<file path="src/hdl/add_and_pkg.sv">
package add_and_pkg;

  // Datapath widths and carry positions.
  localparam int DATA_W     = 8;
  localparam int NIBBLE_W   = 4;
  localparam int SIGN_BIT   = 7;
  localparam int PC_W_DFLT  = 13;
  localparam int PC_STEP    = 1;

  // Register port map and reset values.
  localparam int                REG_ADDR_W = 2;
  localparam logic [1:0]        REG_ACC    = 2'h0;
  localparam logic [1:0]        REG_FLAGS  = 2'h1;
  localparam logic [1:0]        REG_RESULT = 2'h2;
  localparam logic [7:0]        ACC_RST    = 8'h00;
  localparam logic [7:0]        RD_IDLE    = 8'h00;

  // Operations carried out by this datapath slice.
  typedef enum logic [2:0] {
    SUM_LITERAL_INTO_ACC,
    RELATIVE_JUMP_BY_ACC,
    SUM_ACC_WITH_MEMORY,
    SUM_ACC_MEMORY_WITH_RIPPLE,
    MASK_ACC_WITH_LITERAL,
    MASK_ACC_WITH_MEMORY
  } op_t;

  // Status flags; bit 0 carry, bit 1 nibble carry, bit 2 zero.
  typedef struct packed {
    logic zero;
    logic nibbleRippleOutBit;
    logic carry;
  } flags_t;

  localparam int     FLAGS_W   = 3;
  localparam flags_t FLAGS_RST = 3'h0;

  // One decoded instruction.
  typedef struct packed {
    op_t        op;
    logic [7:0] operand;
    logic       toMemory;
  } instr_t;

  typedef enum logic {
    EXEC_IDLE,
    JUMP_WAIT
  } exec_state_t;

endpackage

</file>
<file path="src/hdl/flag_adder.sv">
`timescale 1ns/10ps
`default_nettype none
module flag_adder
  import add_and_pkg::*;
#(
  parameter int W   = add_and_pkg::DATA_W,
  parameter int NIB = add_and_pkg::NIBBLE_W
) (
  // Operands.
  input  wire logic [W-1:0] a,
  input  wire logic [W-1:0] b,
  input  wire logic         cin,
  // Sum and carries.
  output logic [W-1:0]      sum,
  output logic              carryOut,
  output logic              nibbleOut
);

  logic [W:0]   full;
  logic [NIB:0] low;

  // Full sum and the low nibble sum share the same carry in.
  always_comb begin
    full      = {1'b0, a} + {1'b0, b} + {{W{1'b0}}, cin};
    low       = {1'b0, a[NIB-1:0]} + {1'b0, b[NIB-1:0]} + {{NIB{1'b0}}, cin};
    sum       = full[W-1:0];
    carryOut  = full[W];
    nibbleOut = low[NIB];
  end

endmodule
`default_nettype wire

</file>
<file path="src/hdl/add_and_datapath.sv">
// The placing of the registers and the strobed register port were decided locally.
`timescale 1ns/10ps
`default_nettype none
module add_and_datapath
  import add_and_pkg::*;
#(
  parameter int PC_W = add_and_pkg::PC_W_DFLT
) (
  // Clock, reset and clock enable.
  input  wire logic                              mclk,
  input  wire logic                              nrst,
  input  wire logic                              ce,
  // Instruction request from the decoder.
  input  wire logic                              instrValid,
  input  wire add_and_pkg::instr_t               instr,
  input  wire logic [PC_W-1:0]                   pcNow,
  input  wire logic [add_and_pkg::DATA_W-1:0]    memRdata,
  output logic                                   instrReady,
  // Write back to data memory.
  output logic                                   memWrite,
  output logic [add_and_pkg::DATA_W-1:0]         memAddr,
  output logic [add_and_pkg::DATA_W-1:0]         memWdata,
  // Jump target to the sequencer.
  output logic                                   jumpLoad,
  output logic [PC_W-1:0]                        jumpTarget,
  // Register port.
  input  wire logic [add_and_pkg::REG_ADDR_W-1:0] regAddr,
  input  wire logic [add_and_pkg::DATA_W-1:0]    regWdata,
  input  wire logic                              regWrite,
  input  wire logic                              regRead,
  output logic [add_and_pkg::DATA_W-1:0]         regRdata
);

  logic [1:0]        rstPipe;
  logic              rstN;
  exec_state_t       state;
  logic [DATA_W-1:0] acc;
  logic [DATA_W-1:0] lastResult;
  flags_t            flags;
  logic              issue;
  logic              isLiteral;
  logic              isMask;
  logic              isSum;
  logic [DATA_W-1:0] opB;
  logic              cin;
  logic [DATA_W-1:0] sum;
  logic              carryOut;
  logic              nibbleOut;
  logic [DATA_W-1:0] result;
  logic [PC_W-1:0]   offset;
  logic [PC_W-1:0]   next_target;
  flags_t            next_flags;

  // Reset is released through two flops so the datapath leaves reset cleanly.
  always_ff @(posedge mclk or negedge nrst) begin
    if (!nrst) begin
      rstPipe <= 2'h0;
    end else begin
      rstPipe <= {rstPipe[0], 1'h1};
    end
  end
  assign rstN = rstPipe[1];

  // Operand selection; literal ops ignore the memory byte.
  always_comb begin
    isLiteral = (instr.op == SUM_LITERAL_INTO_ACC) ||
                (instr.op == MASK_ACC_WITH_LITERAL);
    isMask    = (instr.op == MASK_ACC_WITH_LITERAL) ||
                (instr.op == MASK_ACC_WITH_MEMORY);
    isSum     = !isMask && (instr.op != RELATIVE_JUMP_BY_ACC);
    opB       = isLiteral ? instr.operand : memRdata;
    cin       = (instr.op == SUM_ACC_MEMORY_WITH_RIPPLE) && flags.carry;
  end

  flag_adder #(
    .W   (DATA_W),
    .NIB (NIBBLE_W)
  ) adder (
    .a         (acc),
    .b         (opB),
    .cin       (cin),
    .sum       (sum),
    .carryOut  (carryOut),
    .nibbleOut (nibbleOut)
  );

  // Result and flag update; mask ops leave both carries alone.
  always_comb begin
    result     = isMask ? (acc & opB) : sum;
    next_flags = flags;
    if (isSum) begin
      next_flags.carry              = carryOut;
      next_flags.nibbleRippleOutBit = nibbleOut;
      next_flags.zero               = (result == ACC_RST);
    end else if (isMask) begin
      next_flags.zero = (result == ACC_RST);
    end
  end

  // Jump offset sign extends so bytes from 80h upward step backwards.
  always_comb begin
    offset      = {{(PC_W-DATA_W){acc[SIGN_BIT]}}, acc};
    next_target = pcNow + PC_W'(PC_STEP) + offset;
  end

  // A jump occupies a second cycle; the request port stalls meanwhile.
  assign instrReady = (state == EXEC_IDLE);
  assign issue      = instrValid && instrReady && ce;
  assign jumpLoad   = (state == JUMP_WAIT);

  always_ff @(posedge mclk or negedge rstN) begin
    if (!rstN) begin
      state <= EXEC_IDLE;
    end else if (ce) begin
      unique case (state)
        EXEC_IDLE: begin
          if (issue && instr.op == RELATIVE_JUMP_BY_ACC) begin
            state <= JUMP_WAIT;
          end
        end
        JUMP_WAIT: begin
          state <= EXEC_IDLE;
        end
      endcase
    end
  end

  // Jump target is captured at issue and stands until the next jump.
  always_ff @(posedge mclk or negedge rstN) begin
    if (!rstN) begin
      jumpTarget <= '0;
    end else if (issue && instr.op == RELATIVE_JUMP_BY_ACC) begin
      jumpTarget <= next_target;
    end
  end

  // Accumulator; an instruction that loads it beats a register write in the same cycle.
  always_ff @(posedge mclk or negedge rstN) begin
    if (!rstN) begin
      acc <= ACC_RST;
    end else if (ce) begin
      if (issue && instr.op != RELATIVE_JUMP_BY_ACC &&
          (isLiteral || !instr.toMemory)) begin
        acc <= result;
      end else if (regWrite && regAddr == REG_ACC) begin
        acc <= regWdata;
      end
    end
  end

  // Flags; the jump never touches them.
  always_ff @(posedge mclk or negedge rstN) begin
    if (!rstN) begin
      flags <= FLAGS_RST;
    end else if (ce) begin
      if (issue && instr.op != RELATIVE_JUMP_BY_ACC) begin
        flags <= next_flags;
      end else if (regWrite && regAddr == REG_FLAGS) begin
        flags <= regWdata[FLAGS_W-1:0];
      end
    end
  end

  // Memory write back is a one-cycle pulse after the instruction.
  always_ff @(posedge mclk or negedge rstN) begin
    if (!rstN) begin
      memWrite   <= 1'h0;
      memAddr    <= ACC_RST;
      memWdata   <= ACC_RST;
      lastResult <= ACC_RST;
    end else if (ce) begin
      memWrite <= issue && !isLiteral && instr.toMemory &&
                  instr.op != RELATIVE_JUMP_BY_ACC;
      if (issue && instr.op != RELATIVE_JUMP_BY_ACC) begin
        memAddr    <= instr.operand;
        memWdata   <= result;
        lastResult <= result;
      end
    end
  end

  // Read data stand only in the cycle after the strobe.
  always_ff @(posedge mclk or negedge rstN) begin
    if (!rstN) begin
      regRdata <= RD_IDLE;
    end else if (ce) begin
      regRdata <= RD_IDLE;
      if (regRead) begin
        unique case (regAddr)
          REG_ACC:    regRdata <= acc;
          REG_FLAGS:  regRdata <= DATA_W'(flags);
          REG_RESULT: regRdata <= lastResult;
          default:    regRdata <= RD_IDLE;
        endcase
      end
    end
  end
endmodule
`default_nettype wire

</file>
<file path="config.mk">
export PLATFORM = sky130hd
export DESIGN_NAME = add_and_datapath
export DESIGN_NICKNAME = d
export VERILOG_FILES = /design/src/hdl/add_and_pkg.sv /design/src/hdl/flag_adder.sv /design/src/hdl/add_and_datapath.sv
export SDC_FILE = /design/constraint.sdc
export NUM_CORES = 1
export LEC_CHECK = 0
export ABC_AREA = 1
export BUFFER_PORTS_ARGS = -buffer_cell sky130_fd_sc_hd__buf_2
export CAP_MARGIN = 25
export CORE_MARGIN = 1.5
export CORE_UTILIZATION = 53
export CTS_CLUSTER_DIAMETER = 150
export DETAILED_ROUTE_END_ITERATION = 12
export GPL_TIMING_DRIVEN = 1
export HOLD_SLACK_MARGIN = 0.1
export PLACE_DENSITY = 0.87
export SLEW_MARGIN = 25
export SYNTH_ARGS = -nofsm -noshare
export SYNTH_HDL_FRONTEND = slang
export SYNTH_SLANG_ARGS = --single-unit
</file>
<file path="constraint.sdc">
create_clock -name mclk -period 2.5 [get_ports mclk]
set_clock_uncertainty 0.2 [all_clocks]
set_input_delay 0 -clock mclk [delete_from_list [all_inputs] [get_ports mclk]]
set_output_delay 0 -clock mclk [all_outputs]
set_load 0.005 [all_outputs]
</file>
== Word-level counts from Yosys, hierarchy flattened ==
Cells that the tools add are included.
Operators by class
  bitwise operators: 2
  multiplexer cells: 13
  eq/ne operators: 9
  $add $sub $neg: 6
  reduce and logical (&&, ||, !) cells: 27
Operator list (count)
  8-bit two-way mux: 5
  8-bit case mux with 3 select lines: 1
  13-bit by 1-bit adder with 13-bit output (second input constant): 1
  13-bit adder: 1
  1-bit logical AND: 12
  8-bit by 8-bit adder with 9-bit output: 1
  9-bit by 1-bit adder with 9-bit output: 1
  8-bit bitwise AND: 1
  8-bit zero test: 1
  3-bit equality test (second input constant): 2
  3-bit two-way mux: 2
  3-bit AND reduction: 2
  4-bit by 4-bit adder with 5-bit output: 1
  5-bit by 1-bit adder with 5-bit output: 1
  2-bit AND reduction: 2
  2-bit nonzero test: 2
  3-bit by 1-bit equality test with 1-bit output (second input constant): 1
  3-bit by 2-bit equality test with 1-bit output (second input constant): 1
  1-bit zero test: 3
  3-bit zero test: 1
  1-bit logical OR: 3
  1-bit two-way mux: 3
  3-bit by 1-bit != test with 1-bit output (second input constant): 1
  3-bit != test (second input constant): 1
  other kinds (7): 7
Storage, ports and cells
  input port bits: 49
  output and inout port bits: 40
  bits in registers: 52
  word-level logic and storage cells: 68

== Logic depth before layout (Yosys ltp) ==
Gate-level depths: netlist of run 1.
  word-level depth: 10
  gate-level depth with buffers: 17
  mapped depth without buffers: 16

== Modules after synthesis ==
Synthesis of run 1 repeated with hierarchy kept, for this count alone.
Unflattened totals
  cell total of the unflattened synthesis: 490
  area, all modules: 3514.6 um2
Modules (own cells, without submodules)
  add_and_datapath: sequential area each 1301.2 um2, instances 1, cells an instance 429, area each 3141.8 um2
  flag_adder: sequential area each 0.0 um2, instances 1, cells an instance 61, area each 372.9 um2

== Worst setup path before layout of run 1 ==
No wires, ideal clock.
  kind: register -> register
  start point: register acc[0]
  end point: register flags[2] (netlist bit)
  period minus slack after synthesis: 2.258 ns
  setup time: 0.077 ns
  data required time: 2.223 ns
  cell stages (with the launch flop): 12
  arrival: 1.981 ns
  path buffers: 0
  slack: 0.242 ns
  cell sequence: dfrtp_1 -> inv_1 -> fa_1 -> fa_1 -> nand2_1 -> o21ai_0 -> nand3_1 -> nor2_1 -> nand2_1 -> nor2_1 -> nand3_1 -> a21oi_1
On the way
  cells in the longest elaborated chain, start to end: 7
  elaborated cells on any way between the ends: 8
  classes of those cells: add/sub (2); mux (4); bitwise (1); reduce/logical (1)
RTL lines
  start, declared: line add_and_datapath.sv:37  | logic [DATA_W-1:0] acc;
  start signal, assigned: line add_and_datapath.sv:144  | acc <= result;
  start signal, assigned: line add_and_datapath.sv:146  | acc <= regWdata;
  8-bit by 8-bit adder with 9-bit output: line flag_adder.sv:24  | full = {1'b0, a} + {1'b0, b} + {{W{1'b0}}, cin};
  9-bit by 1-bit adder with 9-bit output: line flag_adder.sv:24
  8-bit two-way mux (*): line add_and_datapath.sv:89  | result = isMask ? (acc & opB) : sum;
  8-bit zero test (*): line add_and_datapath.sv:94, add_and_datapath.sv:96
  1-bit two-way mux: line add_and_datapath.sv:95  | end else if (isMask) begin
  1-bit two-way mux (*): line add_and_datapath.sv:91  | if (isSum) begin
  3-bit two-way mux (*): line add_and_datapath.sv:156  | if (issue && instr.op != RELATIVE_JUMP_BY_ACC) begin
  end signal, assigned: line add_and_datapath.sv:157  | flags <= next_flags;
  end signal, assigned: line add_and_datapath.sv:159  | flags <= regWdata[FLAGS_W-1:0];
  end, declared: line add_and_datapath.sv:39  | flags_t flags;
Every way passes the cells marked *; elsewhere a longest branch is shown, timed or not. The select of a mux whose other input is x is not followed.
A chain may end at the register's enable or synchronous reset.

== Worst setup path in the final report of run 1 ==
  start point: register acc[7]
  end point: register jumpTarget[9]
On the way
  cells in the longest elaborated chain, start to end: 1
RTL lines
  13-bit adder: line add_and_datapath.sv:103  | next_target = pcNow + PC_W'(PC_STEP) + offset;
  end signal, assigned: line add_and_datapath.sv:133  | jumpTarget <= next_target;
  end, declared: line add_and_datapath.sv:25  | output logic [PC_W-1:0] jumpTarget,
No other way between the ends.

==> impl_metrics.prom, run 1 <==
# TYPE chip_impl_metric gauge
chip_impl_metric{name="r2r_setup_slack",unit="ps"} 50
chip_impl_metric{name="vdd_drop_max",unit="mV"} 0.3877
chip_impl_metric{name="finalWeightedCongestion",unit=""} 0.9192
chip_impl_metric{name="layout_setup_ws",unit="ps"} 49.24
chip_impl_metric{name="ys_warn_count",unit=""} 0
chip_impl_info{name="yosys-top-cells-area",value="sky130_fd_sc_hd__dfrtp_1, sky130_fd_sc_hd__nand2_1, sky130_fd_sc_hd__ha_1"} 1
chip_impl_metric{name="number_of_cts_inserted_buffers",unit=""} 5
chip_impl_metric{name="worst_skew_pair.late_latency",unit="ps"} 300
chip_impl_metric{name="postRouteAntennaNets",unit=""} 0
chip_impl_metric{name="synth.distinct_cells",unit=""} 37
chip_impl_metric{name="crit_fanout",unit=""} 8
chip_impl_metric{name="die_x",unit="um"} 82.47
chip_impl_metric{name="fin_nets",unit=""} 665
chip_impl_metric{name="grt_overflow",unit=""} 0
chip_impl_metric{name="drt-initial-drc-count",unit=""} 409
chip_impl_metric{name="timing.final.crit_share",unit="%"} 98.03
chip_impl_info{name="tritoncts",value="built"} 1
chip_impl_metric{name="fin_worst_hold_slack",unit="ps"} 109.1
chip_impl_metric{name="std_cell_rows",unit=""} 28
chip_impl_metric{name="yosys_register_bits",unit=""} 52
chip_impl_metric{name="postRouteWirelength",unit="um"} 9617
chip_impl_metric{name="clock_tree.htree_level_count",unit=""} 2
chip_impl_metric{name="area_of_the_die",unit="sq mm"} 0.006800
chip_impl_metric{name="syn_area_per_cell",unit="sq um"} 7.372
chip_impl_metric{name="timing.hold.worst_path_depth",unit=""} 5
chip_impl_metric{name="max_cap_violations",unit=""} 0
chip_impl_metric{name="clock_sinks",unit=""} 52
chip_impl_metric{name="cp_data_arrival_time",unit="ps"} 2480
chip_impl_metric{name="fmax",unit="MHz"} 408.0
chip_impl_info{name="yosys.area.top_type",value="sky130_fd_sc_hd__dfrtp_1"} 1
chip_impl_metric{name="cts.clk_slew.worst_paths",unit="ps"} 100
chip_impl_metric{name="worstRegToRegCells",unit=""} 5
chip_impl_metric{name="die_y",unit="um"} 82.47
chip_impl_info{name="hold_class",value="in2reg"} 1
chip_impl_metric{name="crit_required",unit="ps"} 2530
chip_impl_info{name="critPathLaunchType",value="flop"} 1
chip_impl_metric{name="detail_route.first_pass.iterations",unit=""} 7
chip_impl_info{name="root_buffer",value="sky130_fd_sc_hd__clkbuf_8"} 1
chip_impl_metric{name="port_buffers",unit=""} 88
chip_impl_metric{name="maxSlewViolCount",unit=""} 0
chip_impl_info{name="r2r_start",value="acc[7]"} 1
chip_impl_metric{name="synth_top_cell_area_share",unit="%"} 38.88
chip_impl_metric{name="fillers",unit=""} 458
chip_impl_metric{name="seq_area_frac_synth",unit="%"} 38.88
chip_impl_metric{name="tightestPinTransition",unit="ps"} 649.8
chip_impl_metric{name="maximum_number_of_pins_on_one_net_before_global_route_repair",unit=""} 51
chip_impl_metric{name="insertedDiodeCount",unit=""} 0
chip_impl_info{name="grt_setup_unrepaired",value="yes"} 1
chip_impl_info{name="regToRegEndpoint",value="jumpTarget[9]"} 1
chip_impl_metric{name="drc_errors",unit=""} 0
chip_impl_metric{name="start_util",unit="%"} 55.54
chip_impl_metric{name="drt-vias-per-instance",unit=""} 5.496
chip_impl_info{name="min-delay-start",value="instr[9]"} 1
chip_impl_metric{name="power_per_cell_area",unit="mW/mm^2"} 709.8
chip_impl_metric{name="mappedNetlistNets",unit=""} 526
chip_impl_metric{name="syn_area",unit="sq mm"} 0.003347
chip_impl_metric{name="final-setup-viol-count",unit=""} 0
chip_impl_metric{name="totalPowerFinal",unit="uW"} 3204
chip_impl_metric{name="grt_first_pass_wirelength",unit="um"} 15120
chip_impl_metric{name="drive_gt1_share",unit="%"} 21.89
chip_impl_metric{name="slew-limit-headroom",unit="%"} 56.68
chip_impl_info{name="endpoint_kind",value="flop"} 1
chip_impl_metric{name="final_period_minus_worst_setup_slack",unit="ps"} 2451
chip_impl_metric{name="core_region_area",unit="sq mm"} 0.006026
chip_impl_info{name="critical_path.startpoint",value="acc[7]"} 1
chip_impl_metric{name="vias",unit=""} 3677
chip_impl_metric{name="netlist_instances",unit=""} 454
chip_impl_metric{name="io-pin-count",unit=""} 89
chip_impl_info{name="min_delay_worst_endpoint",value="memAddr[0]"} 1
chip_impl_metric{name="number_of_global_route_vias_before_repair",unit=""} 3369
chip_impl_metric{name="layout_stage_area_growth_over_the_synthesis_result",unit="%"} 34.84
chip_impl_metric{name="grt_use_total",unit="%"} 29.56
chip_impl_metric{name="detailedPlace.worstSlack",unit="ps"} -39.09
chip_impl_metric{name="timing_hold_violations_final",unit=""} 0
chip_impl_info{name="setup_crit_path_kind",value="reg2reg"} 1
chip_impl_metric{name="leakagePower",unit="uW"} 0.002436
chip_impl_metric{name="detail_route.wl_per_cell",unit="um"} 14.38
chip_impl_info{name="status",value="completed"} 1
chip_impl_metric{name="detailed_place_hpwl",unit="um"} 6543
chip_impl_metric{name="cts_max_path_buffers",unit=""} 2
chip_impl_metric{name="antenna_violations_before_repair",unit=""} 0
-- final cells by class --
class                   count  area, sq um  share of cell area (%)
clock inverters             2        35.03                  0.7763
clock buffers               6        72.57                   1.608
well taps                  75        93.84                   2.079
flip-flops and latches     52         1303                   28.86
inverters                  62        241.5                   5.351
repair buffers            143        977.2                   21.65
multi-input cells         329         1790                   39.67
-- metrics by stage --
step | cell area (sq um) | utilization, % | TNS, ps | cells
global placement | 3864 | 64.12 | 0 | 611
floorplan | 3347 | - | 0 | 454
detailed placement | 3864 | 64.12 | -39.09 | 611
finish | 4513 | 74.90 | 0 | 669
CTS | 4442 | 73.71 | 0 | 666
global route | 4513 | 74.90 | -87.21 | 669
-- cells by family after synthesis --
| logic type | after synthesis | share of synthesized area [%] |
|---|---|---|
| adder cells (fa/ha/maj) | 23 | 9.271 |
| other | 1 | 0.1120 |
| buffers and inverters | 73 | 8.748 |
| AO/OA/AOI/OAI | 89 | 14.62 |
| flip-flops | 52 | 38.88 |
| AND/OR/NAND/NOR | 208 | 26.28 |
| XOR/XNOR | 8 | 2.094 |
-- worst max-delay path: stages (launching register included) --
cell                            delay, ps
sky130_fd_sc_hd__dfrtp_1              590
sky130_fd_sc_hd__ha_1                 380
sky130_fd_sc_hd__a21oi_1              290
sky130_fd_sc_hd__dlygate4sd3_1        630
sky130_fd_sc_hd__nand3_1               90
sky130_fd_sc_hd__a31oi_1              190
-- layout by cell type, fill, tap and decap left out, drive strengths merged --
cell type	instances
inv	60
nor2	22
ha	20
o21a	2
bufinv	1
o21ai	48
nor3	1
buf	96
a21o	1
o211ai	6
o21bai	1
dlygate4sd3	47
o22ai	7
nand4	5
conb	1
xnor2	5
xor2	3
clkbuf	6
a31oi	2
or2	2
dfrtp	52
fa	3
a21oi	22
clkinv	3
nand3	34
nand2	144
-- worst max-delay path by stage --
stage                     to  slack [ps]
2_1_floorplan       flags[2]         240
3_3_place_gp        flags[2]          50
3_5_place_dp        flags[2]         -40
4_1_cts             flags[2]           9
5_1_grt             flags[2]         -80
6_report       jumpTarget[9]          50
-- repair_timing --
item | CTS | global route
gates resized for setup | 0 | 19
setup endpoints to repair | 0 | 6
setup buffers | 0 | 3
hold endpoints to repair | 44 | 0
hold buffers | 47 | 0
-- power breakdown --
group | internal [uW] | switching (uW)
clock network | 297 | 274
registers | 1050 | 162
logic | 624 | 799
-- cells in the mapped netlist --
cell type                  number
sky130_fd_sc_hd__o21ai_2        1
sky130_fd_sc_hd__nand2_1      139
sky130_fd_sc_hd__nor2_2         1
sky130_fd_sc_hd__nand2_2        3
sky130_fd_sc_hd__xnor2_1        5
sky130_fd_sc_hd__buf_6          1
sky130_fd_sc_hd__o22ai_1        7
sky130_fd_sc_hd__nor2_4         1
sky130_fd_sc_hd__nor3_1         1
sky130_fd_sc_hd__clkbuf_1       8
sky130_fd_sc_hd__or2_1          1
sky130_fd_sc_hd__or2_2          1
sky130_fd_sc_hd__nand3_1       33
sky130_fd_sc_hd__a21oi_2        1
sky130_fd_sc_hd__a21oi_1       21
sky130_fd_sc_hd__a21o_1         1
sky130_fd_sc_hd__clkinv_1       1
sky130_fd_sc_hd__xor2_1         3
sky130_fd_sc_hd__inv_4          1
sky130_fd_sc_hd__buf_4          2
sky130_fd_sc_hd__ha_1          20
sky130_fd_sc_hd__nand3_2        1
sky130_fd_sc_hd__o211ai_1       6
sky130_fd_sc_hd__nand2_4        2
sky130_fd_sc_hd__o21ai_0       38
sky130_fd_sc_hd__conb_1         1
sky130_fd_sc_hd__dfrtp_1       52
sky130_fd_sc_hd__o21bai_1       1
sky130_fd_sc_hd__nor2_1        20
sky130_fd_sc_hd__nand4_1        5
sky130_fd_sc_hd__o21ai_1        9
sky130_fd_sc_hd__inv_1         57
sky130_fd_sc_hd__a31oi_1        2
sky130_fd_sc_hd__clkinv_2       1
sky130_fd_sc_hd__o21a_1         2
sky130_fd_sc_hd__inv_2          2
sky130_fd_sc_hd__fa_1           3
-- flip-flops by register name, indices dropped and copies added (netlist names) --
signal	flops
jumpTarget	13
acc	8
lastResult	8
memAddr	8
regRdata	8
flags	3
rstPipe	2
jumpLoad	1
memWrite	1
-- routing by layer --
metal | track usage (%) | share of wire [%] | vias up
li1 | - | - | 1752
met1 | 38.32 | 42 | 1691
met2 | 48.54 | 47 | 198
met3 | 5.055 | 7.4 | 36
met4 | 12.54 | 3.4 | 0
met5 | 0 | 0 | -
Power figures use the tool's default switching activity.
==> inputs of run 2 (changes only) <==
Settings changed: CORE_UTILIZATION 53 to 55, CTS_BUF_LIST set to sky130_fd_sc_hd__clkbuf_8, PLACE_DENSITY 0.87 to 0.9.
==> run 2 against run 1 <==
Net effect: first-iteration DRC count decreased by 35%; register-to-register slack is essentially flat; sequential power barely moved; fmax fell by 0.20%; critical path depth up 7; final area down 0.14%; global-route usage increased by 4.1 points; non-clock buffer count is 1 higher; largest power group unchanged.
==> impl_metrics.prom, run 2 (synthesized netlist as in run 1, its figures left out) <==
# TYPE chip_impl_metric gauge
chip_impl_info{name="status",value="completed"} 1
chip_impl_metric{name="drive_gt1_share",unit="%"} 20.20
chip_impl_metric{name="postRouteAntennaNets",unit=""} 0
chip_impl_metric{name="finalWeightedCongestion",unit=""} 1.005
chip_impl_metric{name="clock_power_share",unit="%"} 20.4
chip_impl_metric{name="core_region_area",unit="sq mm"} 0.005886
chip_impl_metric{name="port_buffers",unit=""} 88
chip_impl_metric{name="max_cap_violations",unit=""} 0
chip_impl_metric{name="final_period_minus_worst_setup_slack",unit="ps"} 2456
chip_impl_metric{name="crit_fanout",unit=""} 3
chip_impl_metric{name="maxSlewViolCount",unit=""} 0
chip_impl_metric{name="fmax",unit="MHz"} 407.2
chip_impl_metric{name="detailedPlace.worstSlack",unit="ps"} -46.44
chip_impl_metric{name="start_util",unit="%"} 56.87
chip_impl_metric{name="area_of_the_die",unit="sq mm"} 0.006563
chip_impl_metric{name="fin_worst_hold_slack",unit="ps"} 137.6
chip_impl_metric{name="cp_data_arrival_time",unit="ps"} 2500
chip_impl_info{name="hold_class",value="in2reg"} 1
chip_impl_metric{name="critical-path-max-stage-delay",unit="ps"} 410
chip_impl_metric{name="power_per_cell_area",unit="mW/mm^2"} 729.1
chip_impl_metric{name="net-switching-power",unit="uW"} 1236
chip_impl_metric{name="power.switching_fraction",unit="%"} 37.61
chip_impl_metric{name="vdd_drop_max",unit="mV"} 0.3716
chip_impl_metric{name="maximum_number_of_pins_on_one_net_before_global_route_repair",unit=""} 42
chip_impl_metric{name="io-pin-count",unit=""} 89
chip_impl_metric{name="slew-limit-headroom",unit="%"} 64.56
chip_impl_metric{name="fin_nets",unit=""} 666
chip_impl_metric{name="internal-power",unit="uW"} 2050
chip_impl_metric{name="critical_path_cell_count",unit=""} 12
chip_impl_metric{name="clock_sinks",unit=""} 52
chip_impl_metric{name="timing_hold_violations_final",unit=""} 0
chip_impl_info{name="grt_setup_unrepaired",value="yes"} 1
chip_impl_metric{name="worst_skew_pair.late_latency",unit="ps"} 310
chip_impl_info{name="critical-path-top-delay-family",value="simple AND/OR/NAND/NOR gates"} 1
chip_impl_metric{name="number_of_cts_inserted_buffers",unit=""} 5
chip_impl_info{name="regToRegEndpoint",value="flags[2]"} 1
chip_impl_info{name="crit_slowest_cell",value="sky130_fd_sc_hd__fa_1"} 1
chip_impl_metric{name="layout_setup_ws",unit="ps"} 44.33
chip_impl_metric{name="insertedDiodeCount",unit=""} 0
chip_impl_metric{name="vias",unit=""} 3747
chip_impl_info{name="registers.top_by_ff_count",value="jumpTarget"} 1
chip_impl_metric{name="clock_tree.htree_level_count",unit=""} 2
chip_impl_metric{name="grt_first_pass_wirelength",unit="um"} 16760
chip_impl_info{name="root_buffer",value="sky130_fd_sc_hd__clkbuf_8"} 1
chip_impl_metric{name="leakagePower",unit="uW"} 0.002444
chip_impl_metric{name="drc_errors",unit=""} 0
chip_impl_metric{name="grt_overflow",unit=""} 0
chip_impl_metric{name="std_cell_rows",unit=""} 28
chip_impl_metric{name="crit_required",unit="ps"} 2540
chip_impl_info{name="layout.cells.most_common",value="sky130_fd_sc_hd__nand2_1"} 1
chip_impl_info{name="critical_path.startpoint",value="flags[0]"} 1
chip_impl_metric{name="worstRegToRegCells",unit=""} 12
chip_impl_info{name="tritoncts",value="built"} 1
chip_impl_metric{name="detail_route.first_pass.iterations",unit=""} 5
chip_impl_metric{name="tightestPinTransition",unit="ps"} 531.6
chip_impl_metric{name="max_reg_flops",unit=""} 13
chip_impl_metric{name="postRouteWirelength",unit="um"} 10440
chip_impl_info{name="endpoint_kind",value="flop"} 1
chip_impl_info{name="critical_path.cell_chain",value="nand4_1 > fa_2 > fa_1 > inv_2 > nand2_1 > nand3_1 > nand3_1 > nor2_1 > nand2_1 > nor2_1 > nand3_1 > a21oi_1"} 1
chip_impl_info{name="layout.cells.most_common_list",value="sky130_fd_sc_hd__nand2_1, sky130_fd_sc_hd__buf_2, sky130_fd_sc_hd__inv_1"} 1
chip_impl_metric{name="final-setup-viol-count",unit=""} 0
chip_impl_info{name="setup_crit_path_kind",value="reg2reg"} 1
chip_impl_metric{name="r2r_setup_slack",unit="ps"} 40
chip_impl_metric{name="grt_use_total",unit="%"} 33.66
chip_impl_metric{name="cts_max_path_buffers",unit=""} 2
chip_impl_info{name="timing.critical_path.mode_cell",value="sky130_fd_sc_hd__nand3_1"} 1
chip_impl_metric{name="detailed_place_hpwl",unit="um"} 6895
chip_impl_metric{name="cp_num_buf_inv",unit=""} 1
chip_impl_metric{name="timing.final.crit_share",unit="%"} 98.23
chip_impl_metric{name="drt-initial-drc-count",unit=""} 265
chip_impl_metric{name="share_comb_of_total_power",unit="%"} 42.6
chip_impl_metric{name="cts.clk_slew.worst_paths",unit="ps"} 90
chip_impl_metric{name="die_y",unit="um"} 81.01
chip_impl_info{name="critPathLaunchType",value="flop"} 1
chip_impl_info{name="crit_path_end",value="flags[2]"} 1
chip_impl_metric{name="detail_route.wl_per_cell",unit="um"} 15.60
chip_impl_metric{name="layout_stage_area_growth_over_the_synthesis_result",unit="%"} 34.65
chip_impl_metric{name="die_x",unit="um"} 81.01
chip_impl_metric{name="antenna_violations_before_repair",unit=""} 0
chip_impl_metric{name="number_of_global_route_vias_before_repair",unit=""} 3862
chip_impl_metric{name="drt-vias-per-instance",unit=""} 5.601
chip_impl_metric{name="seq_power_share",unit="%"} 37.1
chip_impl_info{name="r2r_start",value="flags[0]"} 1
-- run 2: worst min path at each step --
stage | startpoint | end | slack (ps) | depth (start not counted)
after detailed placement | nrst | rstPipe[0] | -410 | 1
after global routing | rstPipe[0] | rstPipe[1] | 180 | 0
final | instr[10] | lastResult[2] | 140 | 5
after CTS | instr[10] | lastResult[2] | 110 | 5
after global placement | nrst | rstPipe[0] | -410 | 1
after floorplan | nrst | rstPipe[0] | -500 | 0
-- run 2: layer usage --
layer  share of wire (%)  routed length [um]  global-route usage [%]  up-vias
met5                   0                   0                       0        -
met4                 5.5                 574                   18.62        0
met3                 8.5                 892                   7.191       62
met2                  50                5268                   61.67      243
met1                  35                3701                   35.61     1692
li1                    -                   -                       -     1750
-- run 2: through the flow --
step	utilization, %	area [sq um]	TNS (ps)	power (uW)	std cells
finish	76.57	4507	0	3286	669
global route	76.57	4507	-29.91	3518	669
CTS	76.38	4496	0	3223	668
detailed placement	65.52	3856	-46.44	2478	610
global placement	65.52	3856	0	2413	610
floorplan	-	3347	0	2029	454
-- run 2: tightest hold or removal path: stages --
cell,delay (ps)
sky130_fd_sc_hd__buf_2,120
sky130_fd_sc_hd__inv_2,70
sky130_fd_sc_hd__nand2_2,160
sky130_fd_sc_hd__nand3_1,160
sky130_fd_sc_hd__a31oi_1,90
-- run 2: timing repair --
| action | CTS | global route |
|---|---|---|
| resized for setup | 0 | 4 |
| hold buffers | 51 | 0 |
| hold endpoints to repair | 54 | 0 |
| endpoints found under the setup margin | 0 | 6 |
| setup buffers | 0 | 1 |
-- run 2: cell type report --
cell class / count / area (sq um)
Multi-Input combinational cell: 329 / 1755
Fill cell: 406 / 1379
Sequential cell: 52 / 1304
Timing Repair Buffer: 144 / 988.4
Inverter: 62 / 236.5
Tap cell: 75 / 93.84
Clock buffer: 5 / 68.82
Clock inverter: 2 / 60.06
-- run 2: power groups by stage --
stage                     registers [uW]  clock network, uW  logic [uW]
after global placement              1210                  0        1200
final                               1220                670        1400
after global routing                1240                698        1580
after detailed placement            1220                  0        1260
after CTS                           1200                675        1350
after floorplan                     1210                  0         816
==> inputs of run 3 (changes only) <==
Settings changed: MAX_ROUTING_LAYER set to met4, PLACE_DENSITY 0.9 to not set, PLACE_DENSITY_LB_ADDON set to 0.12.
==> run 3 against run 2 <==
Net effect: register-to-register slack gained 80 ps; final cell count shrank 0.15%; hold slack lost 46 ps; critical path depth increased by 1; total power fell by 5.1%; wire length decreased by 8.3%; combinational power about the same; flip-flop and latch count did not move; global-route usage fell by 1.9 points; die area did not move.
==> impl_metrics.prom, run 3 (synthesized netlist as in run 1, its figures left out) <==
# TYPE chip_impl_metric gauge
chip_impl_metric{name="insertedDiodeCount",unit=""} 0
chip_impl_metric{name="detailed_place_hpwl",unit="um"} 6636
chip_impl_metric{name="grt_use_met3",unit="%"} 4.944
chip_impl_metric{name="r2r_setup_slack",unit="ps"} 120
chip_impl_info{name="endpoint_kind",value="flop"} 1
chip_impl_info{name="root_buffer",value="sky130_fd_sc_hd__clkbuf_8"} 1
chip_impl_metric{name="totalPowerFinal",unit="uW"} 3118
chip_impl_metric{name="layout_stage_area_growth_over_the_synthesis_result",unit="%"} 33.91
chip_impl_info{name="layout.cells.most_common",value="sky130_fd_sc_hd__nand2_1"} 1
chip_impl_metric{name="drc_errors",unit=""} 0
chip_impl_metric{name="maximum_number_of_pins_on_one_net_before_global_route_repair",unit=""} 51
chip_impl_metric{name="max_cap_violations",unit=""} 0
chip_impl_info{name="critPathLaunchType",value="primary input"} 1
chip_impl_metric{name="max_reg_flops",unit=""} 13
chip_impl_metric{name="finalWeightedCongestion",unit=""} 0.9009
chip_impl_metric{name="clock_tree.htree_level_count",unit=""} 2
chip_impl_metric{name="slew-limit-headroom",unit="%"} 56.79
chip_impl_metric{name="vias",unit=""} 3543
chip_impl_metric{name="core_region_area",unit="sq mm"} 0.005886
chip_impl_metric{name="gr-usage-met1",unit="%"} 40.57
chip_impl_metric{name="grt_first_pass_wirelength",unit="um"} 15310
chip_impl_metric{name="number_of_cts_inserted_buffers",unit=""} 5
chip_impl_info{name="globalRoute.busiestLayer",value="met2"} 1
chip_impl_metric{name="share_of_the_core_filled_with_cells",unit="%"} 76.15
chip_impl_metric{name="tightestPinTransition",unit="ps"} 648.1
chip_impl_metric{name="leakagePower",unit="uW"} 0.002412
chip_impl_metric{name="vdd_drop_max",unit="mV"} 0.4484
chip_impl_metric{name="die_x",unit="um"} 81.01
chip_impl_metric{name="worst_skew_pair.late_latency",unit="ps"} 310
chip_impl_metric{name="crit_fanout",unit=""} 15
chip_impl_metric{name="cts.clk_slew.worst_paths",unit="ps"} 100
chip_impl_metric{name="buffers_inserted_during_post_cts_setup_optimization",unit=""} 0
chip_impl_info{name="layout.cells.most_common_list",value="sky130_fd_sc_hd__nand2_1, sky130_fd_sc_hd__buf_2, sky130_fd_sc_hd__inv_1"} 1
chip_impl_metric{name="start_util",unit="%"} 56.87
chip_impl_metric{name="grt_overflow",unit=""} 0
chip_impl_metric{name="area_of_the_die",unit="sq mm"} 0.006563
chip_impl_info{name="grt_setup_unrepaired",value="yes"} 1
chip_impl_info{name="hold_class",value="in2reg"} 1
chip_impl_metric{name="io-pin-count",unit=""} 89
chip_impl_metric{name="drive_gt1_share",unit="%"} 22.09
chip_impl_metric{name="die_y",unit="um"} 81.01
chip_impl_metric{name="number_of_global_route_vias_before_repair",unit=""} 3322
chip_impl_metric{name="fmax",unit="MHz"} 417.8
chip_impl_metric{name="cp_data_arrival_time",unit="ps"} 2440
chip_impl_info{name="status",value="completed"} 1
chip_impl_metric{name="clock_sinks",unit=""} 52
chip_impl_metric{name="postRouteAntennaNets",unit=""} 0
chip_impl_metric{name="timing_hold_violations_final",unit=""} 0
chip_impl_metric{name="maxSlewViolCount",unit=""} 0
chip_impl_metric{name="power_per_cell_area",unit="mW/mm^2"} 695.8
chip_impl_metric{name="antenna_violations_before_repair",unit=""} 0
chip_impl_metric{name="drt-vias-per-instance",unit=""} 5.304
chip_impl_metric{name="grt_use_total",unit="%"} 31.72
chip_impl_metric{name="std_cell_rows",unit=""} 28
chip_impl_metric{name="final-setup-viol-count",unit=""} 0
chip_impl_metric{name="cts_max_path_buffers",unit=""} 2
chip_impl_metric{name="drt-initial-drc-count",unit=""} 292
chip_impl_metric{name="detail_route.wl_per_cell",unit="um"} 14.32
chip_impl_info{name="tritoncts",value="built"} 1
chip_impl_metric{name="detail_route.first_pass.iterations",unit=""} 5
chip_impl_info{name="registers.top_by_ff_count",value="jumpTarget"} 1
chip_impl_metric{name="final_period_minus_worst_setup_slack",unit="ps"} 2393
chip_impl_metric{name="groute.layer.met2.usage",unit="%"} 51.75
chip_impl_metric{name="postRouteWirelength",unit="um"} 9569
chip_impl_metric{name="timing.final.crit_share",unit="%"} 95.74
chip_impl_info{name="setup_crit_path_kind",value="in2reg"} 1
chip_impl_metric{name="crit_required",unit="ps"} 2540
chip_impl_metric{name="fin_nets",unit=""} 664
chip_impl_metric{name="port_buffers",unit=""} 88
-- run 3: area by class of cell --
class,count,area [sq um]
Inverter,62,240.2
Multi-Input combinational cell,329,1787
Fill cell,494,1404
Tap cell,75,93.84
Timing Repair Buffer,142,965.9
Sequential cell,52,1303
Clock buffer,5,68.82
Clock inverter,3,23.77
-- run 3: power by group --
group	switching, uW	total (uW)	leakage (uW)	internal [uW]
clock	319	518	0.0000404	199
sequential	158	1210	0.000650	1050
combinational	783	1400	0.00172	613
total	1260	3120	0.00241	1860
-- run 3: final timing paths --
kind,start,depth (start not counted),to
min in group asynchronous,rstPipe[1],1,jumpTarget[1]
max,ce,13,acc[0]
max in group asynchronous,rstPipe[1],1,jumpTarget[5]
min reg2reg,rstPipe[1],1,jumpTarget[1]
min,instr[9],5,lastResult[0]
max reg2reg,flags[0],8,acc[0]
-- run 3: stage by stage --
stage / setup WS [ps] / cell area (sq um) / TNS (ps) / hold WS, ps / cells
floorplan: 241.8 / 3347 / 0 / -495.6 / 454
global placement: 53.71 / 3879 / 0 / -416.1 / 613
detailed placement: -3.052 / 3879 / -3.052 / -414.4 / 613
CTS: 52.25 / 4442 / 0 / 100.3 / 668
global route: -80.83 / 4482 / -80.83 / 112.4 / 668
finish: 106.5 / 4482 / 0 / 92.01 / 668
-- run 3: timing repair --
item | in CTS | in global routing
hold buffers | 47 | 0
hold endpoints to repair | 48 | 0
endpoints found under the setup margin | 0 | 7
resized for setup | 0 | 17
-- run 3: metal layers --
metal	vias up	share of wire [%]
li1	1751	-
met1	1625	44
met2	145	47
met3	22	6.0
met4	0	2.4
met5	-	0
-- run 3: worst max-delay path: stages --
cell and delay [ps]:
sky130_fd_sc_hd__dlygate4sd3_1 520, sky130_fd_sc_hd__clkbuf_4 220, sky130_fd_sc_hd__nand2_1 120, sky130_fd_sc_hd__nor2_4 160, sky130_fd_sc_hd__nand2_4 80, sky130_fd_sc_hd__inv_6 120
sky130_fd_sc_hd__nand2_4 110, sky130_fd_sc_hd__nand2_2 90, sky130_fd_sc_hd__nand2_2 80, sky130_fd_sc_hd__inv_4 150, sky130_fd_sc_hd__o211ai_1 110, sky130_fd_sc_hd__o21ai_1 100
sky130_fd_sc_hd__dlygate4sd3_1 570
